===== config.mk =====
export PLATFORM = sky130hd
export DESIGN_NAME = adsq_ctrl
export DESIGN_NICKNAME = d
export VERILOG_FILES = /design/src/hdl/adsq_pkg.sv /design/src/hdl/adsq_calib.sv /design/src/hdl/adsq_ctrl.sv /design/src/hdl/adsq_pin_sync.sv
export VERILOG_INCLUDE_DIRS = /design/src /design/src/hdl
export SDC_FILE = /design/constraint.sdc
export NUM_CORES = 1
export LEC_CHECK = 0
export BUFFER_PORTS_ARGS = -buffer_cell sky130_fd_sc_hd__buf_2
export CAP_MARGIN = 20
export CELL_PAD_IN_SITES_DETAIL_PLACEMENT = 1
export CELL_PAD_IN_SITES_GLOBAL_PLACEMENT = 2
export CORE_ASPECT_RATIO = 1.5
export CORE_MARGIN = 4
export CORE_UTILIZATION = 32
export DETAILED_ROUTE_END_ITERATION = 10
export PLACE_DENSITY_LB_ADDON = 0.1
export SETUP_SLACK_MARGIN = 0.3
export SKIP_CTS_REPAIR_TIMING = 1
export SLEW_MARGIN = 20
export SYNTH_ARGS = -nofsm -noshare
export SYNTH_HDL_FRONTEND = slang
export SYNTH_SLANG_ARGS = --single-unit

===== constraint.sdc =====
create_clock -name ref_clk -period 2.74 [get_ports ref_clk]
set_input_delay 0.685 -clock ref_clk [delete_from_list [all_inputs] [get_ports ref_clk]]
set_output_delay 0.685 -clock ref_clk [all_outputs]
set_load 0.05 [all_outputs]

===== src/hdl/adsq_regs.svh =====
`ifndef ADSQ_REGS_SVH
`define ADSQ_REGS_SVH

// result width and channel select width
`define ADSQ_RES_W        10
`define ADSQ_CH_W         4
// second port group holds only the low channels
`define ADSQ_P1_CH_LIMIT  4'h8
// analog capable pins of both port groups, 16 + 8
`define ADSQ_PIN_W        24
// sample and conversion phase counters
`define ADSQ_TIME_W       8
// calibration length, given directly in cpu clock cycles
`define ADSQ_CAL_CPU_CYC  40630
`define ADSQ_CAL_CNT_W    16
// mode field: bit 0 continuous, bit 1 scan
`define ADSQ_MODE_CONT    0
`define ADSQ_MODE_SCAN    1
// reset values
`define ADSQ_RST_RES      10'h000
`define ADSQ_RST_CH       4'h0
`define ADSQ_RST_TIME     8'h00

`endif


===== src/hdl/adsq_pkg.sv =====
`include "adsq_regs.svh"

package adsq_pkg;

    // conversion modes
    typedef enum logic [1:0] {
        MODE_SINGLE    = 2'h0,
        MODE_CONT      = 2'h1,
        MODE_SCAN      = 2'h2,
        MODE_SCAN_CONT = 2'h3
    } adsq_mode_t;

    // sequencer states, one-hot
    typedef enum logic [5:0] {
        ST_CAL     = 6'h01,
        ST_IDLE    = 6'h02,
        ST_ARM     = 6'h04,
        ST_SAMPLE  = 6'h08,
        ST_CONVERT = 6'h10,
        ST_HOLD    = 6'h20
    } adsq_state_t;

    typedef struct packed {
        adsq_state_t                st;
        logic [`ADSQ_TIME_W-1:0]    cnt;
        adsq_mode_t                 runMode;
        logic                       portSel;
        logic [`ADSQ_CH_W-1:0]      chan;
        logic [`ADSQ_CH_W-1:0]      startChan;
        logic                       isInj;
        logic                       injPend;
        logic [`ADSQ_CH_W-1:0]      injChan;
        logic                       stopPend;
        logic [`ADSQ_RES_W-1:0]     result;
        logic [`ADSQ_CH_W-1:0]      resChan;
        logic                       unread;
        logic [`ADSQ_RES_W-1:0]     temp;
        logic [`ADSQ_CH_W-1:0]      tempChan;
        logic                       tempFull;
        logic                       resEvt;
        logic                       ovrIrq;
        logic [`ADSQ_RES_W-1:0]     injRes;
        logic                       injEvt;
    } adsq_ctrl_s_t;

    typedef struct packed {
        logic [`ADSQ_CAL_CNT_W-1:0] cnt;
        logic                       busy;
    } adsq_cal_s_t;

    typedef struct packed {
        logic [`ADSQ_PIN_W-1:0]     s1;
        logic [`ADSQ_PIN_W-1:0]     s2;
    } adsq_sync_s_t;

endpackage


===== src/hdl/adsq_calib.sv =====
`timescale 1ns/10ps
`include "adsq_regs.svh"

module adsq_calib #(
    parameter int CAL_CYCLES = `ADSQ_CAL_CPU_CYC
) (
    // clock and reset
    input  wire logic ref_clk,
    input  wire logic sys_rst,
    // calibration status
    output logic      calBusy,
    output logic      calEn
);
    import adsq_pkg::*;

    localparam logic [`ADSQ_CAL_CNT_W-1:0] CAL_LAST =
        `ADSQ_CAL_CNT_W'(CAL_CYCLES - 1);

    adsq_cal_s_t q;
    adsq_cal_s_t d;

    // runs once per reset; nothing else can restart it, no recal needed
    always_comb begin
        d = q;
        if (q.busy) begin
            if (q.cnt == CAL_LAST) begin
                d.busy = 1'b0;
            end else begin
                d.cnt = q.cnt + 1'b1;
            end
        end
    end

    always_ff @(posedge ref_clk) begin
        if (sys_rst) begin
            q <= '{cnt: '0, busy: 1'b1};
        end else begin
            q <= d;
        end
    end

    assign calBusy = q.busy;
    assign calEn   = q.busy;
endmodule


===== src/hdl/adsq_ctrl.sv =====
`timescale 1ns/10ps
`include "adsq_regs.svh"
// Operation
// - 10-bit results from 16+8 channels
// - one bit picks the port group
// - programmable sample and conversion times
// - unread result overwritten raises overrun pulse
// - protect mode suspends start until read
// - single channel single: one conversion
// - single channel continuous: repeat same channel
// - scan single: each channel once, in turn
// - scan continuous: cycle channels until a stop request
// - every stored result gives a transfer event
// - wait-for-read in continuous modes buffers result, holds conversion
// - injected conversion, continuous mode then resumes
// - injected result goes to injection register
// - self-calibration after reset, bounded length
// - busy during calibration, no conversion then
// - no recalibration during normal running
// - unused analog pins stay digital inputs

module adsq_ctrl #(
    parameter int CAL_CYCLES = `ADSQ_CAL_CPU_CYC
) (
    // clock and reset
    input  wire logic                   ref_clk,
    input  wire logic                   sys_rst,
    // control bits
    input  wire adsq_pkg::adsq_mode_t   mode,
    input  wire logic                   portSel,
    input  wire logic [`ADSQ_CH_W-1:0]  startChannel,
    input  wire logic [`ADSQ_TIME_W-1:0] sampleTime,
    input  wire logic [`ADSQ_TIME_W-1:0] convTime,
    input  wire logic                   overrunProtect,
    input  wire logic                   waitForReadEnable,
    input  wire logic                   startReq,
    input  wire logic                   stopReq,
    input  wire logic                   injectReq,
    input  wire logic [`ADSQ_CH_W-1:0]  injectChannel,
    // conversion result register side
    input  wire logic                   resultRead,
    output logic      [`ADSQ_RES_W-1:0] resultValue,
    output logic      [`ADSQ_CH_W-1:0]  resultChannel,
    output logic                        resultValid,
    output logic                        resultEvent,
    output logic                        overrunIrq,
    // injection result register side
    output logic      [`ADSQ_RES_W-1:0] injResultValue,
    output logic                        injEvent,
    // status
    output logic                        busyFlag,
    // analog multiplexer and conversion core
    output logic      [`ADSQ_CH_W-1:0]  muxChannel,
    output logic                        muxPortSel,
    output logic                        sampleEn,
    output logic                        convEn,
    output logic                        calEn,
    input  wire logic [`ADSQ_RES_W-1:0] coreData,
    // port pins as digital inputs
    input  wire logic [`ADSQ_PIN_W-1:0] pinIn,
    output logic      [`ADSQ_PIN_W-1:0] digIn
);
    import adsq_pkg::*;

    adsq_ctrl_s_t q;
    adsq_ctrl_s_t d;
    logic         calBusy;

    ////////////////////////////////////////////////////////////////////////
    // calibration and pin synchronisers

    adsq_calib #(
        .CAL_CYCLES (CAL_CYCLES)
    ) uCalib (
        .ref_clk (ref_clk),
        .sys_rst (sys_rst),
        .calBusy (calBusy),
        .calEn   (calEn)
    );

    adsq_pin_sync uPinSync (
        .ref_clk (ref_clk),
        .sys_rst (sys_rst),
        .pinIn   (pinIn),
        .digIn   (digIn)
    );

    ////////////////////////////////////////////////////////////////////////
    // helpers

    logic                  isCont;
    logic                  isScan;
    logic                  normDone;
    logic                  unreadNow;
    logic [`ADSQ_CH_W-1:0] firstChan;
    adsq_state_t           advSt;
    logic [`ADSQ_CH_W-1:0] advChan;

    assign isCont   = q.runMode[`ADSQ_MODE_CONT];
    assign isScan   = q.runMode[`ADSQ_MODE_SCAN];
    // last cycle of a normal conversion
    assign normDone = (q.st == ST_CONVERT) && (q.cnt == '0) && !q.isInj;
    // a read in the same cycle counts, so the old value is taken
    assign unreadNow = q.unread && !resultRead;
    // the second group only has eight channels; fold higher picks down
    assign firstChan = (portSel && startChannel >= `ADSQ_P1_CH_LIMIT)
                     ? (startChannel - `ADSQ_P1_CH_LIMIT) : startChannel;

    // where the sequence goes after a stored result
    always_comb begin
        advSt   = ST_IDLE;
        advChan = q.chan;
        if (isScan && q.chan != '0) begin
            advSt   = ST_ARM;
            advChan = q.chan - 1'b1;
        end else if (isCont && !q.stopPend) begin
            advSt   = ST_ARM;
            advChan = q.startChan;
        end
    end

    ////////////////////////////////////////////////////////////////////////
    // sequencer

    always_comb begin
        d        = q;
        d.resEvt = 1'b0;
        d.ovrIrq = 1'b0;
        d.injEvt = 1'b0;
        // read of the result register; a buffered value moves up
        if (resultRead) begin
            if (q.tempFull) begin
                d.result   = q.temp;
                d.resChan  = q.tempChan;
                d.tempFull = 1'b0;
                d.unread   = 1'b1;
                d.resEvt   = 1'b1;
            end else begin
                d.unread = 1'b0;
            end
        end
        if (stopReq) begin
            d.stopPend = 1'b1;
        end
        unique case (q.st)
            ST_CAL: begin
                if (!calBusy) begin
                    d.st = ST_IDLE;
                end
            end
            ST_IDLE: begin
                d.injPend = 1'b0;
                if (startReq) begin
                    d.runMode   = mode;
                    d.portSel   = portSel;
                    d.startChan = firstChan;
                    d.chan      = firstChan;
                    d.stopPend  = 1'b0;
                    d.st        = ST_ARM;
                end
            end
            ST_ARM: begin
                if (q.injPend) begin
                    // injection bypasses protect, it has its own register
                    d.isInj   = 1'b1;
                    d.injPend = 1'b0;
                    d.cnt     = sampleTime;
                    d.st      = ST_SAMPLE;
                end else if (!(overrunProtect && unreadNow)) begin
                    d.cnt = sampleTime;
                    d.st  = ST_SAMPLE;
                end
            end
            ST_SAMPLE: begin
                if (q.cnt == '0) begin
                    d.cnt = convTime;
                    d.st  = ST_CONVERT;
                end else begin
                    d.cnt = q.cnt - 1'b1;
                end
            end
            ST_CONVERT: begin
                if (q.cnt != '0) begin
                    d.cnt = q.cnt - 1'b1;
                end else if (q.isInj) begin
                    d.injRes = coreData;
                    d.injEvt = 1'b1;
                    d.isInj  = 1'b0;
                    d.st     = ST_ARM;
                end else if (unreadNow && waitForReadEnable && isCont) begin
                    d.temp     = coreData;
                    d.tempChan = q.chan;
                    d.tempFull = 1'b1;
                    d.st       = ST_HOLD;
                end else begin
                    // set beats a read landing in the same cycle
                    d.ovrIrq  = unreadNow && !overrunProtect;
                    d.result  = coreData;
                    d.resChan = q.chan;
                    d.unread  = 1'b1;
                    d.resEvt  = 1'b1;
                    d.st      = advSt;
                    d.chan    = advChan;
                end
            end
            ST_HOLD: begin
                if (resultRead) begin
                    d.st   = advSt;
                    d.chan = advChan;
                end
            end
        endcase
        // injection only runs in continuous modes; it sits after the case
        // so a new request wins over the arm state taking the old one
        if (injectReq && isCont && q.st != ST_IDLE && q.st != ST_CAL) begin
            d.injPend = 1'b1;
            d.injChan = injectChannel;
        end
    end

    always_ff @(posedge ref_clk) begin
        if (sys_rst) begin
            q         <= '0;
            q.st      <= ST_CAL;
            q.runMode <= MODE_SINGLE;
        end else begin
            q <= d;
        end
    end

    ////////////////////////////////////////////////////////////////////////
    // outputs

    assign resultValue    = q.result;
    assign resultChannel  = q.resChan;
    assign resultValid    = q.unread;
    assign resultEvent    = q.resEvt;
    assign overrunIrq     = q.ovrIrq;
    assign injResultValue = q.injRes;
    assign injEvent       = q.injEvt;
    // busy covers calibration and any running sequence
    assign busyFlag       = calBusy || (q.st != ST_IDLE);
    assign muxChannel     = q.isInj ? q.injChan : q.chan;
    assign muxPortSel     = q.portSel;
    assign sampleEn       = (q.st == ST_SAMPLE);
    assign convEn         = (q.st == ST_CONVERT);

    ////////////////////////////////////////////////////////////////////////
    // checks

    logic [`ADSQ_TIME_W:0] sampCycles;

    // counts cycles spent sampling, only for the timing check
    always_ff @(posedge ref_clk) begin
        if (sys_rst || !sampleEn) begin
            sampCycles <= '0;
        end else begin
            sampCycles <= sampCycles + 1'b1;
        end
    end
endmodule


===== src/hdl/adsq_pin_sync.sv =====
`timescale 1ns/10ps
`include "adsq_regs.svh"

module adsq_pin_sync (
    // clock and reset
    input  wire logic                   ref_clk,
    input  wire logic                   sys_rst,
    // raw pins and synchronised digital view
    input  wire logic [`ADSQ_PIN_W-1:0] pinIn,
    output logic      [`ADSQ_PIN_W-1:0] digIn
);
    import adsq_pkg::*;

    adsq_sync_s_t q;
    adsq_sync_s_t d;

    // two stages; the first stage feeds only the second
    always_comb begin
        d    = q;
        d.s1 = pinIn;
        d.s2 = q.s1;
    end

    always_ff @(posedge ref_clk) begin
        if (sys_rst) begin
            q <= '0;
        end else begin
            q <= d;
        end
    end

    assign digIn = q.s2;
endmodule


==> results of run 1 <==
==> per-stage QoR <==
stage / total power, W / util (%) / TNS (ns)
3_5_place_dp: 0.002445 / 36.53 / 0
5_1_grt: 0.004874 / 40.48 / 0
4_1_cts: 0.004757 / 39.83 / -0.01893
6_report: 0.004688 / 40.48 / 0
2_1_floorplan: 0.002321 / - / 0
3_3_place_gp: 0.002436 / 36.53 / 0
==> worst register-to-register path: stages (launching register included) <==
cell,delay (ns)
dfxtp_2,0.38
or4b_4,0.56
or4b_1,0.50
a22o_2,0.35
nand2b_2,0.27
o32ai_1,0.15
==> cells by family after synthesis <==
| family | after synthesis |
|---|---|
| adders and majority gates | 5 |
| and+or+nand+nor | 248 |
| xor gates and xnor gates | 18 |
| AOI/OAI and AO/OA | 113 |
| buffers and inverters | 77 |
| muxes | 34 |
| DFF | 140 |
==> state kept, by name, indices dropped and copies added (netlist names) <==
name            count
injEvent            1
overrunIrq          1
injResultValue     10
muxPortSel          1
resultEvent         1
resultValue        10
resultChannel       4
uPinSync.d         24
uCalib.calBusy      1
isCont              1
uCalib.q           16
resultValid         1
q                  44
uPinSync.digIn     24
isScan              1
==> worst min-delay path by stage <==
stage	start	to	slack [ns]
6_report	uPinSync.d[15]	uPinSync.digIn[15]	0.44
3_3_place_gp	uPinSync.d[5]	uPinSync.digIn[5]	0.42
4_1_cts	uPinSync.d[16]	uPinSync.digIn[16]	0.44
3_5_place_dp	uPinSync.d[16]	uPinSync.digIn[16]	0.42
5_1_grt	pinIn[2]	uPinSync.d[2]	0.45
2_1_floorplan	uPinSync.d[0]	uPinSync.digIn[0]	0.41
==> cell type report <==
cell class,count,area [µm²],area share [%]
Multi-Input combinational cell,418,2671,36.78
Sequential cell,140,2811,38.71
Clock inverter,15,166.4,2.291
Timing Repair Buffer,150,842.1,11.59
Clock buffer,17,425.4,5.857
Inverter,19,75.07,1.034
Tap cell,217,271.5,3.738
==> metal layers <==
layer	track usage, %	part of all wire (%)	vias up
li1	-	-	2400
met1	17.12	38	2371
met2	31.62	55	119
met3	4.081	3.6	34
met4	7.090	3.4	0
met5	0	0	-
==> cell usage in the layout, fill, tap and decap left out, drive strengths merged, types with 2 or more instances in the layout <==
cell type / netlist / routed
buf: 30 / 148
dfxtp: 140 / 140
nor2: 60 / 60
nand2: 60 / 60
nor2b: 50 / 50
a21oi: 40 / 40
mux2i: 33 / 33
inv: 18 / 28
a211oi: 20 / 20
clkbuf: 28 / 19
nand3: 17 / 17
xor2: 14 / 14
o21ai: 9 / 9
nor3: 9 / 9
nand2b: 8 / 8
nor4: 8 / 8
nand4: 7 / 7
a31oi: 7 / 7
o32ai: 7 / 7
and2: 5 / 5
a32o: 5 / 5
ha: 5 / 5
a221oi: 5 / 5
xnor2: 4 / 4
or4b: 4 / 4
clkinvlp: 0 / 3
nand3b: 3 / 3
or2: 3 / 3
clkinv: 1 / 3
nor3b: 3 / 3
o211a: 2 / 2
and3: 2 / 2
o31ai: 2 / 2
o41ai: 2 / 2
or3: 2 / 2
o31a: 2 / 2
a22o: 2 / 2
==> where the power goes <==
part / leakage [nW] / total (W) / internal, W / switching [W]
logic: 1.77 / 0.000296 / 0.000114 / 0.000181
registers: 1.14 / 0.00210 / 0.00208 / 0.0000245
clock network: 0.285 / 0.00229 / 0.00123 / 0.00106
==> summary.txt, run 1 <==
Placement
  • Cells after DPL: 937
  • Placed cell area: 6555 µm²
  • IO Port Bufs: 129
  • DPL Wire Length: 12.54 mm
  • Dpl ws: 0.2094 ns
  • Routability congestion estimate: 0.8311

Timing
  • Tmin final: 2.506 ns
  • Post-route setup slack: 0.2338 ns
  • Worst slew pin tran: 0.7684 ns
  • Clk_skew: 0.01211 ns
  • Hold_ws: 0.4363 ns
  • Tcrit/Tclk final: 91.47%
  • RSZ-0062 raised after global routing: true
  • Slew HR: 48.30%
  • Max Clock Freq: 399.0 MHz
  • Total setup violations reported at the end of the flow: 0
  • Final Hold Fails: 0
  • Slew Viols, Final: 0

Logic synthesis
  • Post-synth EDFFs: 0
  • Most common cell in the netlist: dfxtp_1
  • Post-Synthesis Cells: 635
  • Synth Area in Compound Gates: 13.54%
  • Simple-gate portion of the synthesized area: 21.95%
  • Syn Area/Cell: 9.184 µm²
  • Adder-cell share of the synthesized area: 1.073%
  • Post-Synthesis Cell Area: 5832 µm²
  • Largest family of logic cells by synthesized area: simple AND/OR/NAND/NOR gates
  • Library cells used by synthesis: 63
  • Primary FF master, synth: dfxtp_1
  • Ys async rst share: 0%
  • Yosys warnings: 0
  • Top-area cell type share of the netlist area: 48.06%
  • Dominant cell type by area after synthesis: dfxtp_1
  • Syn nets: 709
  • Most frequent cells after synthesis: dfxtp_1 (140), nand2_1 (60), nor2_1 (60), nor2b_1 (50), a21oi_1 (40)
  • Top post-synthesis cells by area: dfxtp_1 (48%), mux2i_1 (5.7%), nor2b_1 (5.4%)
  • Seq/Total Area, Yosys: 48.06%
  • Post-Synth XOR/XNOR Area: 2.703%
  • Fraction of synthesized area in multiplexers: 5.857%
  • Synth Register Bits: 140

Min path
  • HP Class: flip-flop to flip-flop
  • Worst Hold Depth: 1

Global route
  • Vias in the first global route: 5122
  • Largest net degree at the start of global routing: 69
  • Global Route Usage Sum: 16.65%
  • Gr ovfl total: 0
  • Initial antenna violation count: 0
  • First-pass GRT wire length: 27.05 mm

Power
  • Leakage: 3.195 nW
  • Pwr Density: 645.4 nW/µm²
  • VDD IR max: 0.4354 mV

Clock network
  • Num CTS Buffers: 17
  • CTS tree: yes
  • CTS clk-pin slew, worst paths: 0.07 ns
  • CTS sink cnt: 140
  • H-tree depth: 4
  • Max clock buf depth: 2
  • Root Buffer: clkbuf_16
  • Skew-Pair Late Insertion Delay: 0.42 ns

Worst setup path
  • WP depth: 5
  • CP arrival: 1.82 ns
  • R2R depth: 5
  • Delay-heaviest family, CP: buffers and inverters
  • Kind of end point of the critical path: output port
  • Crit path capture: sampleEn
  • Critical path data required time: 2.06 ns
  • Startpoint Class: flip-flop
  • Worst R2R Setup Slack: 0.43 ns
  • CP max FO: 8
  • Worst path bufs/invs: 3
  • Worst r2r src: q[72]
  • Kind of critical path: flip-flop to output port
  • CP max stage cell: dfxtp_1
  • CP Cell Sequence: buf_4 > nor3_2 > nand3_1 > clkinvlp_4 > clkbuf_4
  • CP max stage delay: 0.37 ns
  • CP Launch Point: q[69]
  • R2r endpoint: q[68]

Die
  • Die X: 118.2 µm
  • I/O pin count: 130
  • Rows: 60
  • Die H: 173.3 µm
  • Initial core utilization: 32.50%
  • Core ar.: 17940 µm²
  • Die footprint: 20490 µm²

Cells and area
  • Antenna diode count: 0
  • Ratio of cells with drive above 1 in the final layout: 27.54%
  • Layout Nets: 820
  • Filler Cells Inserted: 2105
  • P&R area growth vs syn: 24.54%
  • Design area: 7263 µm²
  • Non-filler instance count after layout: 976

Run
  • Max-Cap Viols: 0

Detailed routing
  • First-pass DRT Iterations: 4
  • Routed vias: 4924
  • Vias per cell: 5.045
  • Routed len/inst: 17.48 µm
  • DR iter-0 viols: 214
  • WL final: 17.06 mm
  • Post-route ant nets: 0
  • DRC violations left: 0

Run status
  • Status: finished, final reports clean
(Power assumes the default switching activity.)
==> inputs of run 2 (changes only) <==
--- a/config.mk
+++ b/config.mk
@@ -13,6 +13,7 @@
 export CORE_ASPECT_RATIO = 1.5
 export CORE_MARGIN = 4
 export CORE_UTILIZATION = 32
+export CTS_CLUSTER_DIAMETER = 120
 export DETAILED_ROUTE_END_ITERATION = 10
 export PLACE_DENSITY_LB_ADDON = 0.1
 export SETUP_SLACK_MARGIN = 0.3
==> constraint.sdc (replaced) <==
create_clock -name ref_clk -period 2.74 [get_ports ref_clk]
set_input_delay 0.274 -clock ref_clk [delete_from_list [all_inputs] [get_ports ref_clk]]
set_output_delay 0.274 -clock ref_clk [all_outputs]
set_load 0.05 [all_outputs]
==> run 2 against run 1 <==
  * Die area unchanged
  * Flip-flop and latch count is the same
  * Worst hold slack worse by 0.37 ns
  * Sequential power about the same
  * Largest cell class unchanged
  * Highest routed layer is now met5
==> summary.txt, run 2 (synthesis gave the netlist of run 1 again) <==
Power
  • Combinational share of power: 6.1% (-0.2 points)
  • Int Pwr: 0.003392 W (-0.83%)
  • Leakage: 3.134 nW (-1.9%)
  • Pwr Density: 642.1 nW/µm² (-0.52%)
  • Clock power frac: 47.9% (-1.0 points)
  • Net switching fraction of the power: 26.10% (-0.95 points)
  • VDD IR max: 0.3494 mV (-20%)
  • Sequential share of power: 46.0% (+1.2 points)
  • Sw Pwr: 0.001198 W (-5.5%)
  • Total power: 0.004590 W (-2.1%)

Run status
  • Status: finished, final reports clean

Global route
  • First-pass GRT wire length: 26.77 mm (-1.0%)
  • Vias in the first global route: 5079 (-0.84%)
  • Largest net degree at the start of global routing: 140 (+100%)
  • Global Route Usage Sum: 16.24% (-0.41 points)
  • Gr ovfl total: 0 (unchanged)
  • Initial antenna violation count: 1 (+1)

Clock network
  • Num CTS Buffers: 17 (unchanged)
  • Root Buffer: clkbuf_16
  • H-tree depth: 4 (unchanged)
  • CTS tree: yes
  • CTS sink cnt: 140 (unchanged)
  • Skew-Pair Late Insertion Delay: 0.42 ns (about the same)
  • Max clock buf depth: 2 (unchanged)
  • CTS clk-pin slew, worst paths: 0.07 ns (about the same)

Die
  • Die X: 118.2 µm (unchanged)
  • Rows: 60 (unchanged)
  • I/O pin count: 130 (unchanged)
  • Die H: 173.3 µm (unchanged)
  • Initial core utilization: 32.50% (unchanged)
  • Die footprint: 20490 µm² (unchanged)
  • Core ar.: 17940 µm² (unchanged)

Detailed routing
  • Vias per cell: 5.012 (-0.65%)
  • Post-route ant nets: 0 (unchanged)
  • M1 WL: 6.524 mm (+1.2%)
  • Top Metal Used: met5
  • DRC violations left: 0 (unchanged)
  • Met2 WL post-DR: 9.152 mm (-2.6%)
  • DR iter-0 viols: 248 (+16%)
  • First-pass DRT Iterations: 4 (unchanged)
  • Met3 WL: 550 µm (-12%)
  • WL final: 16.49 mm (-3.3%)
  • Routed len/inst: 17.04 µm (-2.5%)
  • Routed vias: 4852 (-1.5%)

Cells and area
  • Filler Cells Inserted: 2094 (-0.52%)
  • Antenna diode count: 0 (unchanged)
  • Commonest non-fill, non-tap cell in the layout: dfxtp_1
  • Largest register by flop count: q
  • P&R area growth vs syn: 22.57%
  • Layout Nets: 812 (-0.98%)
  • Ratio of cells with drive above 1 in the final layout: 25.83% (-1.7 points)
  • Most frequent cells in the layout: dfxtp_1 (140), buf_2 (128), nor2_1 (60), nand2_1 (60), nor2b_1 (50)
  • Final core occ: 39.84% (-0.64 points)
  • Max reg flops: 44 (unchanged)

Timing
  • Clk_skew: 0.01050 ns (-0.001616 ns)
  • Final setup TNS: 0 ns (unchanged)
  • Final Hold Fails: 0 (unchanged)
  • Max Clock Freq: 427.5 MHz (+7.2%)
  • Worst slew pin tran: 0.7066 ns (-0.06189 ns)
  • Slew Viols, Final: 0 (unchanged)
  • Slew HR: 52.58% (+4.3 points)
  • Total setup violations reported at the end of the flow: 0 (unchanged)
  • Tmin final: 2.339 ns (-0.1673 ns)
  • Tcrit/Tclk final: 85.36% (-6.1 points)
  • RSZ-0062 raised after global routing: false

Placement
  • Routability congestion estimate: 0.8123 (-2.3%)
  • IO Port Bufs: 129 (unchanged)
  • DPL Wire Length: 11.93 mm (-4.8%)

Worst setup path
  • CP max stage delay: 0.58 ns (+0.21 ns)
  • CP max stage cell: or4b_4
  • Worst r2r src: q[72]
  • Kind of end point of the critical path: flip-flop
  • Delay-heaviest family, CP: simple AND/OR/NAND/NOR gates
  • Worst R2R Setup Slack: 0.40 ns (-0.03 ns)
  • Startpoint Class: flip-flop
  • CP max FO: 11 (+3)
  • R2R depth: 5 (unchanged)
  • R2r endpoint: q[67]
  • Critical path data required time: 3.05 ns (+0.99 ns)
  • Worst path bufs/invs: 0 (-3)
  • Kind of critical path: flip-flop to flip-flop
  • CP Cell Sequence: or4b_4 > or4b_1 > a22o_4 > nand2b_2 > o32ai_1
  • WP depth: 5 (unchanged)
  • CP arrival: 2.65 ns (+0.83 ns)

Min path
  • Hold endpoint: uPinSync.d[7]
  • Hold_sp: pinIn[7]
  • Worst Hold Depth: 2 (+1)
  • HP Class: primary input to flip-flop

Run
  • Max-Cap Viols: 0 (unchanged)
-- run 2: per-layer routing --
metal / vias to the layer above / GRT usage [%]
li1: 2387 / -
met4: 2 / 5.281
met2: 93 / 31.14
met3: 16 / 3.787
met1: 2354 / 17.24
met5: - / 0
-- run 2: power groups by stage --
stage	logic, W	registers (W)	clock network [W]
after floorplan	0.000131	0.00219	0
after global placement	0.000275	0.00215	0
after detailed placement	0.000279	0.00216	0
after CTS	0.000280	0.00211	0.00228
after global routing	0.000305	0.00212	0.00239
final	0.000278	0.00211	0.00220
-- run 2: worst max path at each step --
stage / startpoint / endpoint / slack [ns]
4_1_cts: q[61] / q[68] / 0.18
5_1_grt: q[61] / q[56] / 0.30
3_5_place_dp: q[61] / q[68] / 0.20
3_3_place_gp: q[61] / q[68] / 0.34
2_1_floorplan: q[70] / q[61] / 0.45
6_report: q[72] / q[67] / 0.40
-- run 2: layout make-up --
cell class / instances / area (µm²) / area share, %
well taps: 217 / 271.5 / 3.798
inverters: 19 / 71.32 / 0.9977
clock buffers: 17 / 425.4 / 5.951
repair buffers: 142 / 758.2 / 10.61
multi-input cells: 418 / 2671 / 37.37
flip-flops and latches: 140 / 2803 / 39.21
clock inverters: 15 / 147.6 / 2.065
-- run 2: stage by stage --
| step | hold slack, ns | setup WS (ns) | std cells | instance area [µm²] |
|---|---|---|---|---|
| after floorplan | 0.3507 | 0.4465 | 635 | 5832 |
| after global placement | 0.4177 | 0.3407 | 936 | 6535 |
| after detailed placement | 0.4249 | 0.2012 | 936 | 6535 |
| after CTS | 0.04203 | 0.1812 | 968 | 7108 |
| after global routing | 0.04775 | 0.3048 | 968 | 7148 |
| final | 0.06351 | 0.4011 | 968 | 7148 |
